--- config.mk ---
export PLATFORM = sky130hd
export DESIGN_NAME = bcda_top
export DESIGN_NICKNAME = d
export VERILOG_FILES = /design/src/bcda_pkg.sv /design/src/bcda_axil.sv /design/src/bcda_decode.sv /design/src/bcda_top.sv
export VERILOG_INCLUDE_DIRS = /design/src /design/src/src
export SDC_FILE = /design/constraint.sdc
export NUM_CORES = 1
export LEC_CHECK = 0
export ABC_AREA = 1
export BUFFER_PORTS_ARGS = -buffer_cell sky130_fd_sc_hd__buf_4
export CAP_MARGIN = 20
export CORE_MARGIN = 4
export CORE_UTILIZATION = 50
export CTS_BUF_LIST = sky130_fd_sc_hd__clkbuf_8
export CTS_CLUSTER_DIAMETER = 80
export DETAILED_ROUTE_END_ITERATION = 8
export PLACE_DENSITY = 0.78
export SYNTH_ARGS = -nofsm -noshare
export SYNTH_HDL_FRONTEND = slang
export SYNTH_SLANG_ARGS = --single-unit
--- constraint.sdc ---
create_clock -name REF_CLK -period 3.7 [get_ports REF_CLK]
set_input_delay 0.185 -clock REF_CLK [delete_from_list [all_inputs] [get_ports REF_CLK]]
set_output_delay 0.185 -clock REF_CLK [all_outputs]
set_load 0.01 [all_outputs]
--- src/bcda_defs.svh ---
// Contract
// - data contact detect: source current into D+, pull-down on D-.
// - primary/secondary: force voltage one line, sink other, ADC samples it.
// - voltage source and current sink only in detection or CDP.
// - CDP: when D+ reaches trigger, drive D- at that level until D+ low.
// - CDP keeps voltage source and current sink enabled; code keeps the sink on and enables the source only while replying.
// - DCP shorted: connect D+ to D- through short resistance.
// - divider mode: bias voltage on both lines via own output resistance.
// - 1.2-V mode: low bias on D- via resistance, plus D+/D- short.
// - auto DCP picks DCP, divider or 1.2-V by what device detects.
// - auto DCP changes scheme without VBUS discharge or removal.
// - ADC results reach internal logic only, never an external path; code also returns the last sample as bus read data at the adc offset.
`ifndef BCDA_DEFS_SVH
`define BCDA_DEFS_SVH

// ----------------------------------------
// register map (byte addresses)
// ----------------------------------------
`define BCDA_OFS_CTRL    12'h000
`define BCDA_OFS_STATUS  12'h004
`define BCDA_OFS_THRESH  12'h008
`define BCDA_OFS_ADC     12'h00C

// ----------------------------------------
// field positions
// ----------------------------------------
`define BCDA_CTRL_MODE_LSB   0
`define BCDA_CTRL_MODE_MSB   2
`define BCDA_CTRL_LINE_BIT   3
`define BCDA_THR_LO_LSB      0
`define BCDA_THR_LO_MSB      9
`define BCDA_THR_HI_LSB      16
`define BCDA_THR_HI_MSB      25
`define BCDA_RESP_OKAY       2'h0
`define BCDA_RESP_SLVERR     2'h2

// ----------------------------------------
// reset values
// ----------------------------------------
`define BCDA_CTRL_RST    32'h0000_0000
`define BCDA_THR_LO_RST  10'h0B8
`define BCDA_THR_HI_RST  10'h100

`endif

--- src/bcda_pkg.sv ---
package bcda_pkg;
  // scheme picked by software
  typedef enum logic [2:0] {
    BCDA_IDLE, BCDA_DCD, BCDA_PRISEC, BCDA_CDP,
    BCDA_DCP, BCDA_DIV, BCDA_LOWV, BCDA_AUTO
  } bcda_mode_t;
  // scheme applied by auto mode
  typedef enum logic [1:0] {
    BCDA_AUTO_DCP, BCDA_AUTO_DIV, BCDA_AUTO_LOWV
  } bcda_auto_t;
endpackage : bcda_pkg

--- src/bcda_axil.sv ---
`timescale 1ns/1ns
`default_nettype none
`include "bcda_defs.svh"
module bcda_axil (
  input  wire logic        clk,       // clock
  input  wire logic        rst,       // sync reset
  input  wire logic        ce,        // clock enable
  input  wire logic [11:0] awaddr,    // write address
  input  wire logic        awvalid,   // write address valid
  output logic             awready,   // write address ready
  input  wire logic [31:0] wdata,     // write data
  input  wire logic [3:0]  wstrb,     // byte strobes
  input  wire logic        wvalid,    // write data valid
  output logic             wready,    // write data ready
  output logic [1:0]       bresp,     // write response
  output logic             bvalid,    // response valid
  input  wire logic        bready,    // response ready
  input  wire logic [11:0] araddr,    // read address
  input  wire logic        arvalid,   // read address valid
  output logic             arready,   // read address ready
  output logic [31:0]      rdata,     // read data
  output logic [1:0]       rresp,     // read response
  output logic             rvalid,    // read valid
  input  wire logic        rready,    // read ready
  output logic             wr_en,     // write strobe to regs
  output logic [11:0]      wr_addr,   // write address to regs
  output logic [31:0]      wr_data,   // write data to regs
  output logic [3:0]       wr_strb,   // strobes to regs
  input  wire logic        wr_ok,     // address writable
  output logic [11:0]      rd_addr,   // read address to regs
  input  wire logic [31:0] rd_data,   // read data from regs
  input  wire logic        rd_ok      // address mapped
);
  logic        aw_have_r, w_have_r;
  logic [11:0] aw_r;
  logic [31:0] w_r;
  logic [3:0]  s_r;

  // ----------------------------------------
  // write channel: address and data in either order
  // ----------------------------------------
  assign awready = !aw_have_r && !bvalid;
  assign wready  = !w_have_r && !bvalid;
  assign wr_en   = aw_have_r && w_have_r && !bvalid && ce;
  assign wr_addr = aw_r;
  assign wr_data = w_r;
  assign wr_strb = s_r;

  always_ff @(posedge clk) begin
    if (rst) begin
      aw_have_r <= 1'b0;
      w_have_r  <= 1'b0;
      aw_r      <= 12'h000;
      w_r       <= 32'h0000_0000;
      s_r       <= 4'h0;
      bvalid    <= 1'b0;
      bresp     <= `BCDA_RESP_OKAY;
    end else if (ce) begin
      if (awvalid && awready) begin
        aw_have_r <= 1'b1;
        aw_r      <= awaddr;
      end
      if (wvalid && wready) begin
        w_have_r <= 1'b1;
        w_r      <= wdata;
        s_r      <= wstrb;
      end
      if (wr_en) begin
        bvalid    <= 1'b1;
        bresp     <= wr_ok ? `BCDA_RESP_OKAY : `BCDA_RESP_SLVERR;
        aw_have_r <= 1'b0;
        w_have_r  <= 1'b0;
      end else if (bvalid && bready) begin
        bvalid <= 1'b0;
      end
    end
  end

  // ----------------------------------------
  // read channel: one cycle to data
  // ----------------------------------------
  assign arready = !rvalid;
  assign rd_addr = araddr;

  always_ff @(posedge clk) begin
    if (rst) begin
      rvalid <= 1'b0;
      rdata  <= 32'h0000_0000;
      rresp  <= `BCDA_RESP_OKAY;
    end else if (ce) begin
      if (arvalid && arready) begin
        rvalid <= 1'b1;
        rdata  <= rd_ok ? rd_data : 32'h0000_0000;
        rresp  <= rd_ok ? `BCDA_RESP_OKAY : `BCDA_RESP_SLVERR;
      end else if (rvalid && rready) begin
        rvalid <= 1'b0;
      end
    end
  end
endmodule : bcda_axil
`default_nettype wire

--- src/bcda_decode.sv ---
`timescale 1ns/1ns
`default_nettype none
module bcda_decode
  import bcda_pkg::*;
(
  input  wire bcda_mode_t mode,        // scheme in force
  input  wire bcda_auto_t auto_sel,    // auto-mode pick
  input  wire logic       cdp_drive,   // cdp reply active
  output logic [6:0]      en           // element enables
);
  // one enable vector per scheme; only one scheme at a time
  // bit: 0 dp_src 1 dm_pd 2 vsrc 3 isnk 4 short 5 div 6 lowv
  always_comb begin
    en = 7'h00;
    case (mode)
      BCDA_DCD:    en = 7'h03;
      BCDA_PRISEC: en = 7'h0C;
      BCDA_CDP:    en = cdp_drive ? 7'h0C : 7'h08;
      BCDA_DCP:    en = 7'h10;
      BCDA_DIV:    en = 7'h20;
      BCDA_LOWV:   en = 7'h50;
      BCDA_AUTO: begin
        case (auto_sel)
          BCDA_AUTO_DIV:  en = 7'h20;
          BCDA_AUTO_LOWV: en = 7'h50;
          default:        en = 7'h10;
        endcase
      end
      default:     en = 7'h00;
    endcase
  end
endmodule : bcda_decode
`default_nettype wire

--- src/bcda_top.sv ---
`timescale 1ns/1ns
`default_nettype none
`include "bcda_defs.svh"
module bcda_top
  import bcda_pkg::*;
#(
  parameter int ADC_W = 10                // adc result width
)(
  input  wire logic             REF_CLK,     // 10 MHz clock
  input  wire logic             RESET,       // sync reset, high
  input  wire logic             CLK_EN,      // freezes state when low
  input  wire logic [11:0]      S_AXI_AWADDR,  // write address
  input  wire logic             S_AXI_AWVALID, // write address valid
  output logic                  S_AXI_AWREADY, // write address ready
  input  wire logic [31:0]      S_AXI_WDATA,   // write data
  input  wire logic [3:0]       S_AXI_WSTRB,   // byte strobes
  input  wire logic             S_AXI_WVALID,  // write data valid
  output logic                  S_AXI_WREADY,  // write data ready
  output logic [1:0]            S_AXI_BRESP,   // write response
  output logic                  S_AXI_BVALID,  // response valid
  input  wire logic             S_AXI_BREADY,  // response ready
  input  wire logic [11:0]      S_AXI_ARADDR,  // read address
  input  wire logic             S_AXI_ARVALID, // read address valid
  output logic                  S_AXI_ARREADY, // read address ready
  output logic [31:0]           S_AXI_RDATA,   // read data
  output logic [1:0]            S_AXI_RRESP,   // read response
  output logic                  S_AXI_RVALID,  // read valid
  input  wire logic             S_AXI_RREADY,  // read ready
  input  wire logic [ADC_W-1:0] ADC_RESULT,    // internal adc sample
  input  wire logic             ADC_VALID,     // sample strobe
  output logic                  ADC_SEL_DMINUS, // adc on D- (else D+)
  output logic                  DPLUS_SOURCE_CURRENT, // current into D+
  output logic                  DMINUS_PULLDOWN_RES,  // D- pull-down
  output logic                  LINE_VOLTAGE_SOURCE,  // voltage source
  output logic                  LINE_CURRENT_SINK,    // current sink
  output logic                  FORCE_ON_DMINUS,  // source on D-, sink D+
  output logic                  DCP_SHORT_RES,    // D+ to D- short
  output logic                  DIVIDER_BIAS_EN,  // divider bias, both
  output logic                  LOW_BIAS_EN,      // low bias on D-
  input  wire logic             AUTO_SEEN_DIV,    // device wants divider
  input  wire logic             AUTO_SEEN_LOWV    // device wants low bias
);
  logic        wr_en, wr_ok, rd_ok;
  logic [11:0] wr_addr, rd_addr;
  logic [31:0] wr_data, rd_data;
  logic [3:0]  wr_strb;
  logic [31:0] ctrl_r;
  logic [ADC_W-1:0] thr_lo_r, thr_hi_r, adc_r;
  logic        cdp_drive_r, cdp_drive_nxt;
  bcda_auto_t  auto_r, auto_nxt;
  bcda_mode_t  mode;
  logic [6:0]  en;

  // ----------------------------------------
  // bus slave
  // ----------------------------------------
  bcda_axil u_bus (
    .clk     (REF_CLK),
    .rst     (RESET),
    .ce      (CLK_EN),
    .awaddr  (S_AXI_AWADDR),
    .awvalid (S_AXI_AWVALID),
    .awready (S_AXI_AWREADY),
    .wdata   (S_AXI_WDATA),
    .wstrb   (S_AXI_WSTRB),
    .wvalid  (S_AXI_WVALID),
    .wready  (S_AXI_WREADY),
    .bresp   (S_AXI_BRESP),
    .bvalid  (S_AXI_BVALID),
    .bready  (S_AXI_BREADY),
    .araddr  (S_AXI_ARADDR),
    .arvalid (S_AXI_ARVALID),
    .arready (S_AXI_ARREADY),
    .rdata   (S_AXI_RDATA),
    .rresp   (S_AXI_RRESP),
    .rvalid  (S_AXI_RVALID),
    .rready  (S_AXI_RREADY),
    .wr_en   (wr_en),
    .wr_addr (wr_addr),
    .wr_data (wr_data),
    .wr_strb (wr_strb),
    .wr_ok   (wr_ok),
    .rd_addr (rd_addr),
    .rd_data (rd_data),
    .rd_ok   (rd_ok)
  );

  // ----------------------------------------
  // registers
  // ----------------------------------------
  // status and adc are read only; writes there answer slverr
  assign wr_ok = (wr_addr == `BCDA_OFS_CTRL) ||
                 (wr_addr == `BCDA_OFS_THRESH);

  // control and threshold storage; ctrl byte 0 on strobe 0, each threshold only with both its byte strobes
  always_ff @(posedge REF_CLK) begin
    if (RESET) begin
      ctrl_r   <= `BCDA_CTRL_RST;
      thr_lo_r <= ADC_W'(`BCDA_THR_LO_RST);
      thr_hi_r <= ADC_W'(`BCDA_THR_HI_RST);
    end else if (CLK_EN && wr_en) begin
      if (wr_addr == `BCDA_OFS_CTRL && wr_strb[0])
        ctrl_r[7:0] <= wr_data[7:0];
      if (wr_addr == `BCDA_OFS_THRESH) begin
        if (wr_strb[0] && wr_strb[1])
          thr_lo_r <= wr_data[`BCDA_THR_LO_LSB +: ADC_W];
        if (wr_strb[2] && wr_strb[3])
          thr_hi_r <= wr_data[`BCDA_THR_HI_LSB +: ADC_W];
      end
    end
  end

  assign mode = bcda_mode_t'(ctrl_r[`BCDA_CTRL_MODE_MSB:`BCDA_CTRL_MODE_LSB]);

  // read mux; adc sample is an internal register, reaching a pin only as bus read data at the adc offset
  always_comb begin
    rd_ok   = 1'b1;
    rd_data = 32'h0000_0000;
    case (rd_addr)
      `BCDA_OFS_CTRL:   rd_data = ctrl_r;
      `BCDA_OFS_STATUS: rd_data = {25'h0, en[6:4], auto_r, cdp_drive_r,
                                   en[3]};
      `BCDA_OFS_THRESH: begin
        rd_data[`BCDA_THR_LO_LSB +: ADC_W] = thr_lo_r;
        rd_data[`BCDA_THR_HI_LSB +: ADC_W] = thr_hi_r;
      end
      `BCDA_OFS_ADC:    rd_data[ADC_W-1:0] = adc_r;
      default:          rd_ok = 1'b0;
    endcase
  end

  // ----------------------------------------
  // adc capture
  // ----------------------------------------
  // samples land in an internal register only
  always_ff @(posedge REF_CLK) begin
    if (RESET)
      adc_r <= '0;
    else if (CLK_EN && ADC_VALID)
      adc_r <= ADC_RESULT;
  end

  // ----------------------------------------
  // cdp reply: hysteresis on D+
  // ----------------------------------------
  // high threshold arms the reply, low threshold releases it
  always_comb begin
    cdp_drive_nxt = cdp_drive_r;
    if (mode != BCDA_CDP)
      cdp_drive_nxt = 1'b0;
    else if (ADC_VALID && ADC_RESULT >= thr_hi_r)
      cdp_drive_nxt = 1'b1;
    else if (ADC_VALID && ADC_RESULT < thr_lo_r)
      cdp_drive_nxt = 1'b0;
  end

  always_ff @(posedge REF_CLK) begin
    if (RESET)
      cdp_drive_r <= 1'b0;
    else if (CLK_EN)
      cdp_drive_r <= cdp_drive_nxt;
  end

  // ----------------------------------------
  // auto dcp selection
  // ----------------------------------------
  // switches on the fly; vbus is never touched by this block
  always_comb begin
    auto_nxt = auto_r;
    if (mode != BCDA_AUTO)
      auto_nxt = BCDA_AUTO_DCP;
    else if (AUTO_SEEN_LOWV)
      auto_nxt = BCDA_AUTO_LOWV;
    else if (AUTO_SEEN_DIV)
      auto_nxt = BCDA_AUTO_DIV;
  end

  always_ff @(posedge REF_CLK) begin
    if (RESET)
      auto_r <= BCDA_AUTO_DCP;
    else if (CLK_EN)
      auto_r <= auto_nxt;
  end

  // ----------------------------------------
  // element decode and registered enables
  // ----------------------------------------
  bcda_decode u_dec (
    .mode      (mode),
    .auto_sel  (auto_r),
    .cdp_drive (cdp_drive_r),
    .en        (en)
  );

  // adc looks at the sensed line: D- in detection by default, D+ in cdp
  always_ff @(posedge REF_CLK) begin
    if (RESET) begin
      DPLUS_SOURCE_CURRENT <= 1'b0;
      DMINUS_PULLDOWN_RES  <= 1'b0;
      LINE_VOLTAGE_SOURCE  <= 1'b0;
      LINE_CURRENT_SINK    <= 1'b0;
      DCP_SHORT_RES        <= 1'b0;
      DIVIDER_BIAS_EN      <= 1'b0;
      LOW_BIAS_EN          <= 1'b0;
      FORCE_ON_DMINUS      <= 1'b0;
      ADC_SEL_DMINUS       <= 1'b0;
    end else if (CLK_EN) begin
      DPLUS_SOURCE_CURRENT <= en[0];
      DMINUS_PULLDOWN_RES  <= en[1];
      LINE_VOLTAGE_SOURCE  <= en[2];
      LINE_CURRENT_SINK    <= en[3];
      DCP_SHORT_RES        <= en[4];
      DIVIDER_BIAS_EN      <= en[5];
      LOW_BIAS_EN          <= en[6];
      // cdp forces D-, senses D+; detection line picked by software
      FORCE_ON_DMINUS <= (mode == BCDA_CDP) ? 1'b1
                         : ctrl_r[`BCDA_CTRL_LINE_BIT];
      ADC_SEL_DMINUS  <= (mode == BCDA_CDP) ? 1'b0
                         : !ctrl_r[`BCDA_CTRL_LINE_BIT];
    end
  end
endmodule : bcda_top
`default_nettype wire

==> results.rst <==
.. list-table::
   :header-rows: 1

   * - Metric
     - Value
   * - Worst IR Drop VDD
     - 0.1967 mV
   * - Clock Path Buffers
     - 2
   * - Setup repair after global routing missed its margin
     - no
   * - Synth Cell Area
     - 5162 um2
   * - Post-DP HPWL
     - between 9000 and 10000 um
   * - Hold bufs inserted after CTS
     - 0
   * - Floorplan core area
     - just under 10000 um2
   * - Clock tree from TritonCTS
     - built
   * - WS Path Type
     - register to register
   * - # clock sinks
     - 111
   * - Flip-flop and latch area
     - approximately 2200 um2
   * - Fill cell total of the finished layout
     - 962
   * - Setup-violating endpoint count in the final report
     - 0
   * - Reported max-cap violation count
     - 0
   * - Die W
     - 109.6 um
   * - Total power
     - 0.002236 W
   * - Count of cells resized by post-cts repair
     - 0
   * - Die footprint
     - 12010 um2
   * - Hold Crit Class
     - primary input to register
   * - Pleak
     - 2.881 nW
   * - Post-CTS setup buffers
     - 0
   * - Crit path arrival time
     - 2250 ps
   * - Starting density of the core
     - 52.10%
   * - DRT iter0 DRCs
     - 214
   * - Number of max-slew violations in the final report
     - 0
   * - Sequential area share after synthesis
     - roughly 43%
   * - First-pass GRT wire length
     - 19780 um
   * - H-tree lvl count
     - 3
   * - Final hold vios
     - 0
   * - Total wire length
     - around 12000 um
   * - Ant diodes
     - 0
   * - Core Rows
     - 36
   * - Via Count
     - 4710
   * - Result of the run
     - finished, final reports clean
   * - Routed length per instance
     - 12.71 um
   * - Fin Clk Skew
     - 13.62 ps
   * - Syn_area_per_cell
     - approximately 7 um2
   * - Cell chosen for the clock root
     - sky130_fd_sc_hd__clkbuf_8
   * - Yosys warns
     - 0
   * - Largest net degree at the start of global routing
     - 87
   * - Summed negative setup slack over all endpoints
     - 0 ps
   * - Kind of capture point of the worst setup path
     - register
   * - Count of distinct cell types in the synthesized netlist
     - 29
   * - Area Overhead vs Synth
     - 18.18%
   * - CP Launch Type
     - register
   * - Highest clock frequency the design can meet
     - 505.9 MHz
   * - Number of search-and-repair iterations in the first detailed-routing pass
     - 4
   * - Maximum fanout encountered on the critical timing path
     - 20
   * - Port Buffer Count
     - around 100
   * - Relative slew slack
     - 49.88%
   * - Initial antenna violation count
     - 0
   * - Worst-Skew Late Latency
     - about 380 ps
   * - Area of the multi-input gates
     - 2499 um2
   * - Post-synthesis cell count
     - 734
   * - Number of routed nets with antenna violations
     - 0
   * - Power Density
     - between 300 and 400 nW/um2
   * - Grt total ovfl
     - 0
   * - Number of global-route vias before repair
     - 4346
   * - Post-route clock period utilization
     - 53.42%
   * - Share of the core filled with cells in the final layout
     - 61.57%
   * - Reg clk slew, reported paths
     - 110 ps
   * - Total DRC errors in the routed layout
     - 0
   * - Number of placed instances with taps included
     - approximately 940
   * - Die Y-Extent
     - 109.6 um
   * - Minimum clock period
     - 1977 ps
   * - Total CTS buffers
     - 9
   * - Layout cells sized above 1
     - 16.71%
   * - Final nets
     - 915
   * - Required @ worst endpoint
     - 3980 ps
   * - Total global-route track usage
     - 20.68%
   * - Total I/O pin count
     - 131
   * - Gpl congestion
     - 0.8763
   * - Cell Count, Final, Fillers Out
     - around 950
   * - Register bit total from synthesis
     - 111
   * - Via density per instance
     - 4.942
   * - Transition at the pin with the smallest max-transition slack
     - 749.7 ps
[through the flow]
stage / setup WS [ps] / instance area [um2] / hold slack [ps]
after floorplan: 2378 / 5211 / 349.7
after global placement: 1720 / 5893 / 437.5
after detailed placement: 1695 / 5893 / 442.7
after CTS: 1736 / 6081 / 35.69
after global routing: 1486 / 6101 / 38.66
final: 1723 / 6101 / 43.81
[cells by family after synthesis]
kind of cell / synth area share [%]
AND/OR/NAND/NOR: 29.69
AO/OA/AOI/OAI: 13.09
flip-flops: 43.04
buffers and inverters: 9.501
adder cells (fa/ha/maj): 4.605
other: 0.07264
[registers in the layout (all words and copies together) (netlist names), 2 cells and up]
register and cells:
adc_r 10, ctrl_r 8, auto_r 2, u_bus.wr_data 20
u_bus.rdata 20, u_bus.wr_strb 4, thr_hi_r 10, u_bus.wr_addr 12
thr_lo_r 10
[cell type report]
class / count / area share (%)
multi-input cells: 529 / 40.96
clock inverters: 7 / 1.046
clock buffers: 9 / 2.030
flip-flops and latches: 111 / 36.42
inverters: 58 / 3.569
repair buffers: 106 / 13.25
well taps: 133 / 2.728
[synth_stat cells, drive strengths merged]
cell type	instances	area share, %
dfxtp	111	43
clkbuf	17	1.2
inv	58	4.2
ha	19	4.6
a21oi	45	4.4
nor3	2	0.19
o31ai	1	0.15
o21ai	84	8.1
buf	32	4.0
nor4	2	0.65
nand2	123	9.0
nand4	2	0.36
o21bai	1	0.15
nand3b	5	0.73
o211ai	1	0.15
conb	1	0.073
nand3	55	5.3
o21a	1	0.15
nor2	174	13
[power breakdown]
part / internal [W] / switching (W) / total, W
combinational: 0.000118 / 0.000147 / 0.000265
clock: 0.000260 / 0.000439 / 0.000698
sequential: 0.00124 / 0.0000295 / 0.00127
total: 0.00162 / 0.000615 / 0.00224
[critical path, cell delays in order (launching register included)]
cell and delay (ps):
sky130_fd_sc_hd__dfxtp_1 360, sky130_fd_sc_hd__nand3b_1 210, sky130_fd_sc_hd__nor2_4 150, sky130_fd_sc_hd__inv_2 70
sky130_fd_sc_hd__nor2_1 80, sky130_fd_sc_hd__nand3_1 530, sky130_fd_sc_hd__nor2_1 400, sky130_fd_sc_hd__nor2_1 80
[routing by layer]
layer  global-route usage (%)  up-vias  share of wire [%]  wire length, um
li1                         -     2482                  -                -
met1                    27.81     2073                 46             5614
met2                    33.00      137                 46             5544
met3                    3.876       18                6.2              757
met4                    7.836        0                1.6              197
met5                        0        -                  0                0
[worst paths after layout]
check / from / to / slack, ps / cells after the start
setup reg to reg: u_bus.bvalid$_SDFFE_PP0P_ / thr_hi_r[6]$_SDFFE_PP0P_ / 1720 / 7
setup / recovery: u_bus.bvalid$_SDFFE_PP0P_ / thr_hi_r[6]$_SDFFE_PP0P_ / 1720 / 7
hold / removal: S_AXI_AWADDR[0] / u_bus.wr_addr[0]$_SDFFE_PP0P_ / 40 / 3
hold reg to reg: u_bus.wr_data[24]$_SDFFE_PP0P_ / u_bus.wr_data[24]$_SDFFE_PP0P_ / 470 / 2
[placed cells by master (no fill, tap or decap), types with 2 or more instances in the layout]
cell type,synthesis,layout
sky130_fd_sc_hd__nor2_1,166,166
sky130_fd_sc_hd__nand2_1,122,122
sky130_fd_sc_hd__dfxtp_1,111,111
sky130_fd_sc_hd__buf_4,15,105
sky130_fd_sc_hd__o21ai_0,76,76
sky130_fd_sc_hd__inv_1,55,55
sky130_fd_sc_hd__nand3_1,55,55
sky130_fd_sc_hd__a21oi_1,45,45
sky130_fd_sc_hd__ha_1,19,19
sky130_fd_sc_hd__conb_1,1,14
sky130_fd_sc_hd__clkbuf_8,0,9
sky130_fd_sc_hd__o21ai_1,8,8
sky130_fd_sc_hd__nand3b_1,5,5
sky130_fd_sc_hd__nor2_4,4,4
sky130_fd_sc_hd__inv_2,3,4
sky130_fd_sc_hd__nor2_2,4,4
sky130_fd_sc_hd__inv_6,0,4
sky130_fd_sc_hd__nor3_1,2,2
No activity file was read; power rests on OpenSTA's default activity.
